===== config.mk =====
export PLATFORM = sky130hd
export DESIGN_NAME = tcs_start_stop
export DESIGN_NICKNAME = d
export VERILOG_FILES = /design/src/tcs_sync3.v /design/src/tcs_trig_pair.v /design/src/tcs_start_stop.v
export VERILOG_INCLUDE_DIRS = /design/src
export SDC_FILE = /design/constraint.sdc
export NUM_CORES = 1
export LEC_CHECK = 0
export ABC_AREA = 1
export BUFFER_PORTS_ARGS = -buffer_cell sky130_fd_sc_hd__buf_4
export CORE_MARGIN = 2
export CORE_UTILIZATION = 49
export DETAILED_ROUTE_END_ITERATION = 12
export GPL_ROUTABILITY_DRIVEN = 0
export PLACE_DENSITY = 0.77
export REMOVE_ABC_BUFFERS = 1
export SLEW_MARGIN = 20
export SYNTH_ARGS = -nofsm -noshare
export SYNTH_HDL_FRONTEND = slang
export SYNTH_SLANG_ARGS = --single-unit

===== constraint.sdc =====
create_clock -name sys_clk -period 1.1 [get_ports sys_clk]
set_input_delay 0.22 -clock sys_clk [delete_from_list [all_inputs] [get_ports sys_clk]]
set_output_delay 0.22 -clock sys_clk [all_outputs]
set_load 0.01 [all_outputs]

===== src/tcs_map.vh =====
// Address map, field positions, codes and reset values of the timer
// channel start/stop and unit 0 input select block.
// Assumes inclusion by bare name from each design file that needs it.
`ifndef TCS_MAP_VH
`define TCS_MAP_VH

// Register addresses (byte addresses on the native register port)
`define TCS_ADDR_START 32'h40020400
`define TCS_ADDR_STOP 32'h40020404
`define TCS_ADDR_ENABLE 32'h40020408
`define TCS_ADDR_IOSEL 32'h40020474

// Trigger and status register layout (16 bits)
`define TCS_TRIG_W 16
`define TCS_TRIG_RESET 16'h0000
`define TCS_TRIG_LOW_MASK 16'h00FF
`define TCS_TRIG_FULL_MASK 16'hFFFF
`define TCS_CHAN_LSB 0
`define TCS_CHAN_MSB 3
`define TCS_BIT_UP1 9
`define TCS_BIT_UP3 11
`define TCS_READ_ZERO 16'h0000

// Run-enable slots: 0..3 channels, 4 and 5 upper halves of ch1 and ch3
`define TCS_SLOTS 6
`define TCS_SLOT_UP1 4
`define TCS_SLOT_UP3 5

// Unit 0 input/output select register (8 bits)
`define TCS_IOSEL_RESET 8'h00
`define TCS_CH0SRC_MSB 7
`define TCS_CH0SRC_LSB 5
`define TCS_CH0ROUTE_BIT 4
`define TCS_CH2GATE_BIT 3
`define TCS_CH1SRC_MSB 2
`define TCS_CH1SRC_LSB 0

// Channel 0 source code
`define TCS_CH0SRC_PIN 3'h0

// Channel 1 source codes
`define TCS_CH1_PIN_A 3'h0
`define TCS_CH1_EVENT 3'h1
`define TCS_CH1_PIN_B 3'h2
`define TCS_CH1_LOWOSC 3'h4
`define TCS_CH1_SUBCLK 3'h5

// Synchronised external inputs: bit positions in the sync vector
`define TCS_SYNC_W 5
`define TCS_SYN_PIN0 0
`define TCS_SYN_PIN1 1
`define TCS_SYN_EVENT 2
`define TCS_SYN_LOWOSC 3
`define TCS_SYN_SUBCLK 4

`endif


===== src/tcs_sync3.v =====
// Three-stage synchroniser for asynchronous inputs, one lane per bit.
// Assumes inputs may change at any time relative to sys_clk.
`timescale 1ns/1ns
`default_nettype none

module tcs_sync3 #(
   parameter WIDTH = 5
) (
   input wire sys_clk,
   input wire reset_n,
   input wire [WIDTH-1:0] asyncIn,
   output reg [WIDTH-1:0] syncOut
);

   reg [WIDTH-1:0] stage1_r;
   reg [WIDTH-1:0] stage2_r;
   reg [WIDTH-1:0] stage3_r;
   integer i;

   // Shift chain; stage1 feeds only stage2
   always @(posedge sys_clk or negedge reset_n) begin
      if (!reset_n) begin
         stage1_r <= {WIDTH{1'b0}};
         stage2_r <= {WIDTH{1'b0}};
         stage3_r <= {WIDTH{1'b0}};
      end else begin
         stage1_r <= asyncIn;
         stage2_r <= stage1_r;
         stage3_r <= stage2_r;
      end
   end

   // Accept a new level only once stages two and three agree
   always @(posedge sys_clk or negedge reset_n) begin
      if (!reset_n) begin
         syncOut <= {WIDTH{1'b0}};
      end else begin
         for (i = 0; i < WIDTH; i = i + 1) begin
            if (stage2_r[i] == stage3_r[i]) begin
               syncOut[i] <= stage3_r[i];
            end
         end
      end
   end

endmodule

`default_nettype wire


===== src/tcs_trig_pair.v =====
// One self-clearing start/stop trigger pair and its run-enable bit.
// Assumes setStart and setStop are one-cycle pulses from a register write.
`timescale 1ns/1ns
`default_nettype none

module tcs_trig_pair (
   input wire sys_clk,
   input wire reset_n,
   input wire setStart,
   input wire setStop,
   output reg enabled_r,
   output reg startPend_r,
   output reg stopPend_r,
   output reg startPulse_r
);

   reg enabled_nxt;
   reg startPend_nxt;
   reg stopPend_nxt;

   // Next state: stop beats start, a new write beats a self-clear
   always @* begin
      enabled_nxt = enabled_r;
      if (stopPend_r) begin
         enabled_nxt = 1'b0;
      end else if (startPend_r) begin
         enabled_nxt = 1'b1;
      end
      // A trigger lives one cycle: it clears on the edge that moves the enable,
      // so the count start pulse cannot repeat and a following write is not lost
      startPend_nxt = startPend_r;
      if (setStart) begin
         startPend_nxt = 1'b1;
      end else if (startPend_r) begin
         startPend_nxt = 1'b0;
      end
      stopPend_nxt = stopPend_r;
      if (setStop) begin
         stopPend_nxt = 1'b1;
      end else if (stopPend_r) begin
         stopPend_nxt = 1'b0;
      end
   end

   // State registers
   always @(posedge sys_clk or negedge reset_n) begin
      if (!reset_n) begin
         enabled_r <= 1'b0;
         startPend_r <= 1'b0;
         stopPend_r <= 1'b0;
         startPulse_r <= 1'b0;
      end else begin
         enabled_r <= enabled_nxt;
         startPend_r <= startPend_nxt;
         stopPend_r <= stopPend_nxt;
         startPulse_r <= startPend_r & ~stopPend_r; // Counter init and start
      end
   end

endmodule

`default_nettype wire


===== src/tcs_start_stop.v =====
// Start/stop trigger logic for a four-channel timer unit and the unit 0
// input/output selector, on a native register port.
// Assumes counters, mode registers and outputs live outside; all logic
// runs on sys_clk, which is the timer operating clock.
`timescale 1ns/1ns
`default_nettype none
`include "tcs_map.vh"

// Summary of operation
// - Start bit written one sets channel run-enable; zero does nothing.
// - A started enabled upper half runs as an interval timer while its channel is in 8-bit mode.
// - In 8-bit mode ordinary start bits of ch1/ch3 start only lower half.
// - Start trigger register always reads zero.
// - Stop bit written one clears channel run-enable; zero does nothing.
// - Stop trigger bits clear themselves once the channel or half is stopped.
// - In 8-bit mode upper-half stop bit clears upper-half run-enable of ch1/ch3.
// - In 8-bit mode ordinary stop bits of ch1/ch3 stop only lower half.
// - Stop trigger register always reads zero.
// - Stop register resets to zero; 16-bit writes and low-byte 8-bit writes.
// - Unit 0 select register is 8-bit written and resets to zero.
// - Channel 0 source field zero selects channel 0 pin; other values forbidden.
// - Selector bit 4 routes channel 0 input to field source or event link.
// - Selector bit 3 one forces channel 2 output low; zero passes it.
// - Selector bits 2-0 choose channel 1 pin, event link, low-speed osc or subclock.
// - Start trigger bits clear themselves once the channel or half is enabled.
// - Run-enable status resets to zero, is read-only, moves only by triggers.
module tcs_start_stop (
   input wire sys_clk,
   input wire reset_n,
   input wire regWr,
   input wire regRd,
   input wire regByte,
   input wire [31:0] regAddr,
   input wire [15:0] regWdata,
   output reg [15:0] regRdata,
   input wire [1:0] eightBitMode,
   input wire ch0InputPin,
   input wire ch1InputPin,
   input wire eventLinkIn,
   input wire lowSpeedOscClock,
   input wire subsystemClock,
   input wire ch2TimerOut,
   output reg [3:0] chanRunEnabled,
   output reg [1:0] upperHalfEnabled,
   output reg [3:0] chanCountStart,
   output reg [1:0] upperHalfCountStart,
   output reg [1:0] upperIntervalForce,
   output reg ch0TimerInput,
   output reg ch1TimerInput,
   output reg ch2TimerOutGated
);

   // Write mask for a 16-bit access or a low-byte 8-bit access
   function [15:0] trigMask;
      input byteAccess;
      begin
         if (byteAccess) begin
            trigMask = `TCS_TRIG_LOW_MASK;
         end else begin
            trigMask = `TCS_TRIG_FULL_MASK;
         end
      end
   endfunction

   // Map a 16-bit trigger word onto the six run-enable slots
   function [5:0] trigSlots;
      input [15:0] word;
      input [1:0] mode8;
      begin
         trigSlots[`TCS_CHAN_MSB:`TCS_CHAN_LSB] = word[`TCS_CHAN_MSB:`TCS_CHAN_LSB];
         trigSlots[`TCS_SLOT_UP1] = word[`TCS_BIT_UP1] & mode8[0];
         trigSlots[`TCS_SLOT_UP3] = word[`TCS_BIT_UP3] & mode8[1];
      end
   endfunction

   wire wrStart;
   wire wrStop;
   wire wrIosel;
   wire [15:0] wMask;
   wire [15:0] startWord;
   wire [15:0] stopWord;
   wire [5:0] setStart;
   wire [5:0] setStop;
   wire [5:0] slotEnabled;
   wire [5:0] slotStartPend;
   wire [5:0] slotStopPend;
   wire [5:0] slotStartPulse;
   wire [`TCS_SYNC_W-1:0] syncIn;
   reg [7:0] ioSel_r;
   reg [15:0] rdata_nxt;
   reg ch0In_nxt;
   reg ch1In_nxt;
   wire [2:0] ch0Src;
   wire [2:0] ch1Src;

   // Address decode for writes
   assign wrStart = regWr && (regAddr == `TCS_ADDR_START);
   assign wrStop = regWr && (regAddr == `TCS_ADDR_STOP);
   assign wrIosel = regWr && regByte && (regAddr == `TCS_ADDR_IOSEL);
   assign wMask = trigMask(regByte);

   // Only ones written cause triggers; zeros are ignored
   assign startWord = wrStart ? (regWdata & wMask) : `TCS_TRIG_RESET;
   assign stopWord = wrStop ? (regWdata & wMask) : `TCS_TRIG_RESET;

   // Upper halves only answer in 8-bit mode; ordinary bits drive lower halves
   assign setStart = trigSlots(startWord, eightBitMode);
   assign setStop = trigSlots(stopWord, eightBitMode);

   // One trigger pair per channel and per upper half
   genvar g;
   generate
      for (g = 0; g < `TCS_SLOTS; g = g + 1) begin : gSlot
         tcs_trig_pair uPair (
            .sys_clk(sys_clk),
            .reset_n(reset_n),
            .setStart(setStart[g]),
            .setStop(setStop[g]),
            .enabled_r(slotEnabled[g]),
            .startPend_r(slotStartPend[g]),
            .stopPend_r(slotStopPend[g]),
            .startPulse_r(slotStartPulse[g])
         );
      end
   endgenerate

   // Selector register: 8-bit writes only
   always @(posedge sys_clk or negedge reset_n) begin
      if (!reset_n) begin
         ioSel_r <= `TCS_IOSEL_RESET;
      end else if (wrIosel) begin
         ioSel_r <= regWdata[7:0];
      end
   end

   // Read mux; trigger registers read zero, unmapped reads zero
   always @* begin
      rdata_nxt = `TCS_READ_ZERO;
      if (regAddr == `TCS_ADDR_START) begin
         rdata_nxt = `TCS_READ_ZERO;
      end else if (regAddr == `TCS_ADDR_STOP) begin
         rdata_nxt = `TCS_READ_ZERO;
      end else if (regAddr == `TCS_ADDR_ENABLE) begin
         rdata_nxt[`TCS_CHAN_MSB:`TCS_CHAN_LSB] = slotEnabled[`TCS_CHAN_MSB:`TCS_CHAN_LSB];
         rdata_nxt[`TCS_BIT_UP1] = slotEnabled[`TCS_SLOT_UP1];
         rdata_nxt[`TCS_BIT_UP3] = slotEnabled[`TCS_SLOT_UP3];
         if (regByte) begin
            rdata_nxt = rdata_nxt & `TCS_TRIG_LOW_MASK;
         end
      end else if (regAddr == `TCS_ADDR_IOSEL) begin
         rdata_nxt = {8'h00, ioSel_r};
      end
   end

   // Read data register
   always @(posedge sys_clk or negedge reset_n) begin
      if (!reset_n) begin
         regRdata <= `TCS_READ_ZERO;
      end else if (regRd) begin
         regRdata <= rdata_nxt;
      end
   end

   // Synchronise pins and foreign clocks
   tcs_sync3 #(
      .WIDTH(`TCS_SYNC_W)
   ) uSync (
      .sys_clk(sys_clk),
      .reset_n(reset_n),
      .asyncIn({subsystemClock, lowSpeedOscClock, eventLinkIn, ch1InputPin, ch0InputPin}),
      .syncOut(syncIn)
   );

   assign ch0Src = ioSel_r[`TCS_CH0SRC_MSB:`TCS_CH0SRC_LSB];
   assign ch1Src = ioSel_r[`TCS_CH1SRC_MSB:`TCS_CH1SRC_LSB];

   // Input source selection; forbidden codes give a low input
   always @* begin
      ch0In_nxt = 1'b0;
      if (ioSel_r[`TCS_CH0ROUTE_BIT]) begin
         ch0In_nxt = syncIn[`TCS_SYN_EVENT];
      end else if (ch0Src == `TCS_CH0SRC_PIN) begin
         ch0In_nxt = syncIn[`TCS_SYN_PIN0];
      end
      case (ch1Src)
         `TCS_CH1_PIN_A: ch1In_nxt = syncIn[`TCS_SYN_PIN1];
         `TCS_CH1_PIN_B: ch1In_nxt = syncIn[`TCS_SYN_PIN1];
         `TCS_CH1_EVENT: ch1In_nxt = syncIn[`TCS_SYN_EVENT];
         `TCS_CH1_LOWOSC: ch1In_nxt = syncIn[`TCS_SYN_LOWOSC];
         `TCS_CH1_SUBCLK: ch1In_nxt = syncIn[`TCS_SYN_SUBCLK];
         default: ch1In_nxt = 1'b0;
      endcase
   end

   // Registered outputs
   always @(posedge sys_clk or negedge reset_n) begin
      if (!reset_n) begin
         chanRunEnabled <= 4'h0;
         upperHalfEnabled <= 2'h0;
         chanCountStart <= 4'h0;
         upperHalfCountStart <= 2'h0;
         upperIntervalForce <= 2'h0;
         ch0TimerInput <= 1'b0;
         ch1TimerInput <= 1'b0;
         ch2TimerOutGated <= 1'b0;
      end else begin
         chanRunEnabled <= slotEnabled[`TCS_CHAN_MSB:`TCS_CHAN_LSB];
         upperHalfEnabled <= {slotEnabled[`TCS_SLOT_UP3], slotEnabled[`TCS_SLOT_UP1]};
         chanCountStart <= slotStartPulse[`TCS_CHAN_MSB:`TCS_CHAN_LSB];
         upperHalfCountStart <= {slotStartPulse[`TCS_SLOT_UP3], slotStartPulse[`TCS_SLOT_UP1]};
         // Enabled upper halves count in interval mode only while their channel is in 8-bit mode
         upperIntervalForce <= {slotEnabled[`TCS_SLOT_UP3], slotEnabled[`TCS_SLOT_UP1]} & eightBitMode;
         ch0TimerInput <= ch0In_nxt;
         ch1TimerInput <= ch1In_nxt;
         ch2TimerOutGated <= ch2TimerOut & ~ioSel_r[`TCS_CH2GATE_BIT];
      end
   end

endmodule

`default_nettype wire


# Yosys cells after proc, flatten, opt, wreduce, memory -nomap -nowiden
# Cells that the tools add are included.
# totals
latch_bits	0
mem_bits_rw	0
word_cells	123
regBits	85
rom_bits	0
n_memories	0
in_bits	61
# op_classes
n_bitwise	20
eq_ne	13
n_mul	0
div_mod_pow	0
muxes	35
addsub	0
magnitude_cmp	0
n_reduce_logical	13
n_shift	0
# ops
op	n
equality test 32 x 31 -> 1 bit, second input constant	4
2-to-1 mux 12 bit	4
2-to-1 mux 16 bit	3
2-to-1 mux 1 bit	26
AND 12 bit	1
nonzero test 2 bit	6
AND 1 bit	11
2-to-1 mux 8 bit	1
NOT 1 bit	7
equality test 3 bit, second input constant	2
logical NOT 3 bit	2
equality test 1 bit	5
logical AND 1 bit	4
case mux 1 bit (4 select lines)	1
equality test 3 x 1 -> 1 bit, second input constant	1
equality test 3 x 2 -> 1 bit, second input constant	1
AND 2 bit	1
OR reduction 2 bit	1

# Logic depth before layout (Yosys ltp)
# depth
word_depth	5
depth_mapped	10
ltp_nobuf	9

# Modules after synthesis
# From an unflattened synthesis, not the netlist that was laid out.
# unflattened
cells_unflattened	316
area_unflattened_um2	3062.9
# by_module_without_submodules
mod	cells_per_inst	area_each_um2	instances
tcs_start_stop	222	1752.9	1
tcs_trig_pair	9	121.4	6
tcs_sync3	40	581.8	1

# Least setup slack after synthesis
# OpenSTA, ideal clock, no wires.
# synth_timing
path_type	input port to flip-flop
from	input port regAddr[14]
to	register ioSel_r[0]
required_ns	0.973
n_path_buf	1
arrival_ns	1.044
cell_stages	9
setup_ns	0.127
path_slack_ns	-0.071
cell_sequence	inv_1 > nand2_1 > nor2_1 > nand2_1 > nor2_4 > nand2_4 > nor2_8 > buf_12 > o21ai_0
# synth_via
elab_chain_cells	2
# synth_rtl
item	line	text
start: declaration	tcs_start_stop.v:33	input wire [31:0] regAddr,
equality test 32 x 31 -> 1 bit (no line)	--	
logical AND 1 bit	tcs_start_stop.v:99	assign wrIosel = regWr && regByte && (regAddr == `TCS_ADDR_IOSEL);
end signal: assignment	tcs_start_stop.v:130	ioSel_r <= `TCS_IOSEL_RESET;
end signal: assignment	tcs_start_stop.v:132	ioSel_r <= regWdata[7:0];
end: declaration	tcs_start_stop.v:89	reg [7:0] ioSel_r;
# Every way passes these cells.
# A chain may end at the register's enable or synchronous reset.

# Worst setup path in the final report
# layout_timing
from	register regRdata[1]
to	output port regRdata[1]
# layout_lines
item	line	text
start: declaration	tcs_start_stop.v:35	output reg [15:0] regRdata,
start signal: assignment	tcs_start_stop.v:158	regRdata <= `TCS_READ_ZERO;
start signal: assignment	tcs_start_stop.v:160	regRdata <= rdata_nxt;
# No word-level cell between the ends.

==> run_results.csv <==
group,metric,value,unit
critical_path,end_kind,"primary output",
critical_path,crit_path_start_kind,"flop",
logic_synthesis,synth_area_per_cell,10.2,um^2
die,initial_core_util,0.508,
logic_synthesis,synthCells,295,
sta,rsz0062_at_grt,"true",
logic_synthesis,ys.flop_type,"dfrtp_1",
logic_synthesis,async_flop_share,1.00,
pwr,ir_drop,888,uV
critical_path,crit_buf_inv,1,
logic_synthesis,ys_warn_count,0,
die,dieHeight,82.3,um
grt,grt_max_degree,80,
grt,grt_overflow_total,0,
logic_synthesis,synth.largest_area_cell,"dfrtp_1",
routing,routed_wl,5700,um
grt,grt_pass1_wl,9280,um
routing,vias_per_cell,4.55,
routing,drtPass1Iterations,4,
routing,vias,2219,
cts,clk_path_buf_depth,2,
cells_and_area,drive_above_1_share,0.324,
die,rows,28,
logic_synthesis,synth-seq-cells,79,
logic_synthesis,ys_seq_area_frac,0.658,
die,die_area,6780,um^2
sta,maxSlewViolCount,0,
sta,timing.fmax,908,MHz
sta,clock_skew,0.00929,ns
sta,setup_viol_count_final,1,
sta,fin_crit,1.10,ns
cts,htreeDepth,3,
run,max_cap_violations,0,
cts,clockRootBuffer,"clkbuf_8",
critical_path,arrival,0.88,ns
grt,antenna_found_initial,0,
sta,hold_viol_final,0,
cts,clkTransAtPathRegs,0.08,ns
cts,cts_made_buffers,9,
logic_synthesis,synth_edf_count,0,
logic_synthesis,synth_top_area_share,0.658,
cells_and_area,final_cell_area,4160,um^2
status,outcome,"finished with violations",
sta,fin_crit_sh,1.00,
min_path,min_path_type,"in -> reg",
die,ioPinCount,94,
grt,track_usage,0.188,
routing,ant_nets,0,
critical_path,path_cells,"buf_6",
placement,portBuffers,81,
grt,grt_pass1_vias,2215,
logic_synthesis,ys_top_cells_by_count,"dfrtp_1, nand2_1, inv_1",
routing,drc,0,
cells_and_area,nets,469,
sta,final.setup.worst_slack,-0.00108,ns
pwr,power_density,1360,nW/um^2
logic_synthesis,synth.most_common_cell,"dfrtp_1",
cells_and_area,syn_to_final_growth,38.3,%
logic_synthesis,synth_cell_types,24,
critical_path,critPathKind,"reg -> out",
die,fp.dieW,82.3,um
critical_path,cp.required,0.88,ns
status,failed_checks,"negative setup slack",
logic_synthesis,synthTopCellsByArea,"dfrtp_1, nand2_1, inv_1",
cts,cts_tree,"yes",
placement,dpl-instance-area,3720,um^2
die,core,5920,um^2
sta,timing.hold.ws,0.0648,ns
critical_path,critPathMaxStageDelay,0.41,ns
routing,wl_per_cell,11.7,um
placement,hpwl,4070,um
critical_path,crit_fanout,2,
cts,insertion_delay,0.34,ns
cells_and_area,antennaDiodeCount,0,
cts,cts_num_sinks,79,
critical_path,cp_top_family,"flip-flops",
pwr,leakage,2.33,nW
critical_path,critPathSlowestCell,"dfrtp_1",
routing,drt_iter0_drc,99,
logic_synthesis,netlist_area,3010,um^2
==> through the flow <==
stage / instances / power (W) / setup TNS [ns] / setup WS [ns] / util
after floorplan: 291 / 0.00312 / -0.796 / -0.122 / -
after global placement: 454 / 0.00337 / -4.94 / -0.222 / 0.628
after detailed placement: 454 / 0.00339 / -5.91 / -0.261 / 0.628
after CTS: 484 / 0.00571 / -0.0175 / -0.00950 / 0.691
after global routing: 488 / 0.00589 / -0.251 / -0.0415 / 0.702
final: 488 / 0.00566 / -0.00108 / -0.00108 / 0.702
==> kinds of logic after synthesis <==
| group | after synthesis | share of synthesized area |
|---|---|---|
| flops | 79 | 0.658 |
| buf+inv | 62 | 0.0915 |
| simple gates | 131 | 0.200 |
| other cells | 1 | 0.00125 |
| compound gates | 17 | 0.0333 |
| fa+ha+maj | 5 | 0.0166 |
==> where the power goes <==
group / leakage, nW / internal, W / total (W) / switching, W
Combinational: 1.19 / 0.000194 / 0.000364 / 0.000170
Clock: 0.114 / 0.00128 / 0.00232 / 0.00103
Sequential: 1.03 / 0.00295 / 0.00298 / 0.0000230
==> flip-flops by register name, summed over array words and instances, names as in the netlist, 6 cells and up <==
name and count:
regRdata 10, ioSel_r 8, gSlot.uPair.enabled_r 6, gSlot.uPair.startPend_r 6, gSlot.uPair.startPulse_r 6, gSlot.uPair.stopPend_r 6
==> placed cells by master (no fill, tap or decap) <==
cell           count
nand3_1           18
clkinv_2           2
clkbuf_8           9
nand4_2            1
bufinv_16          2
dfrtp_1           79
inv_2              1
nand2_1           60
o21ai_2            2
o32ai_1            2
buf_6             19
nor2_1            36
buf_12             1
nand3_2            1
inv_6              1
dlygate4sd3_1      6
a21oi_1            6
nor2_8             1
buf_4             80
inv_1             51
and2_0             1
nor2_4             3
o21ai_0            7
conb_1             6
nand2_4            1
nand2_2            8
clkinv_4           2
maj3_1             5
clkinv_1           1
and2_1             1
==> path summary, 6_finish.rpt <==
check	start	endpoint	slack (ns)	cells after the start
min reg2reg	uSync.stage1_r[0]	uSync.stage2_r[0]	0.35	0
min in group asynchronous	reset_n	gSlot[5].uPair.startPulse_r	0.42	3
max reg2reg	ioSel_r[0]	ch1TimerInput	0.16	4
max	regRdata[1]	regRdata[1]	-0.001	1
min	eightBitMode[0]	upperIntervalForce[0]	0.06	3
max in group asynchronous	reset_n	uSync.syncOut[3]	0.35	3
==> per-layer routing <==
metal / wire [um] / vias to the layer above / global-route usage
met5: 0 / - / 0
met4: 146 / 0 / 0.0883
met3: 367 / 13 / 0.0511
met2: 2900 / 78 / 0.327
met1: 2280 / 1017 / 0.214
li1: - / 1111 / -
==> what timing repair did <==
item / CTS / global route
setup buffers: 8 / 4
endpoints found under the setup margin: 13 / 21
hold buffers: 6 / 0
resized for setup: 10 / 9
hold endpoints to repair: 84 / 0
==> layout make-up <==
cell class                 instances  area [um^2]
sequential                        79         1980
fill                             447         1760
timing repair buffer             106          895
multi-input combinational        159          773
inverter                          53          199
clock buffer                       9          124
clock inverter                     7         96.3
tap                               75         93.8
(Power assumes the default switching activity.)
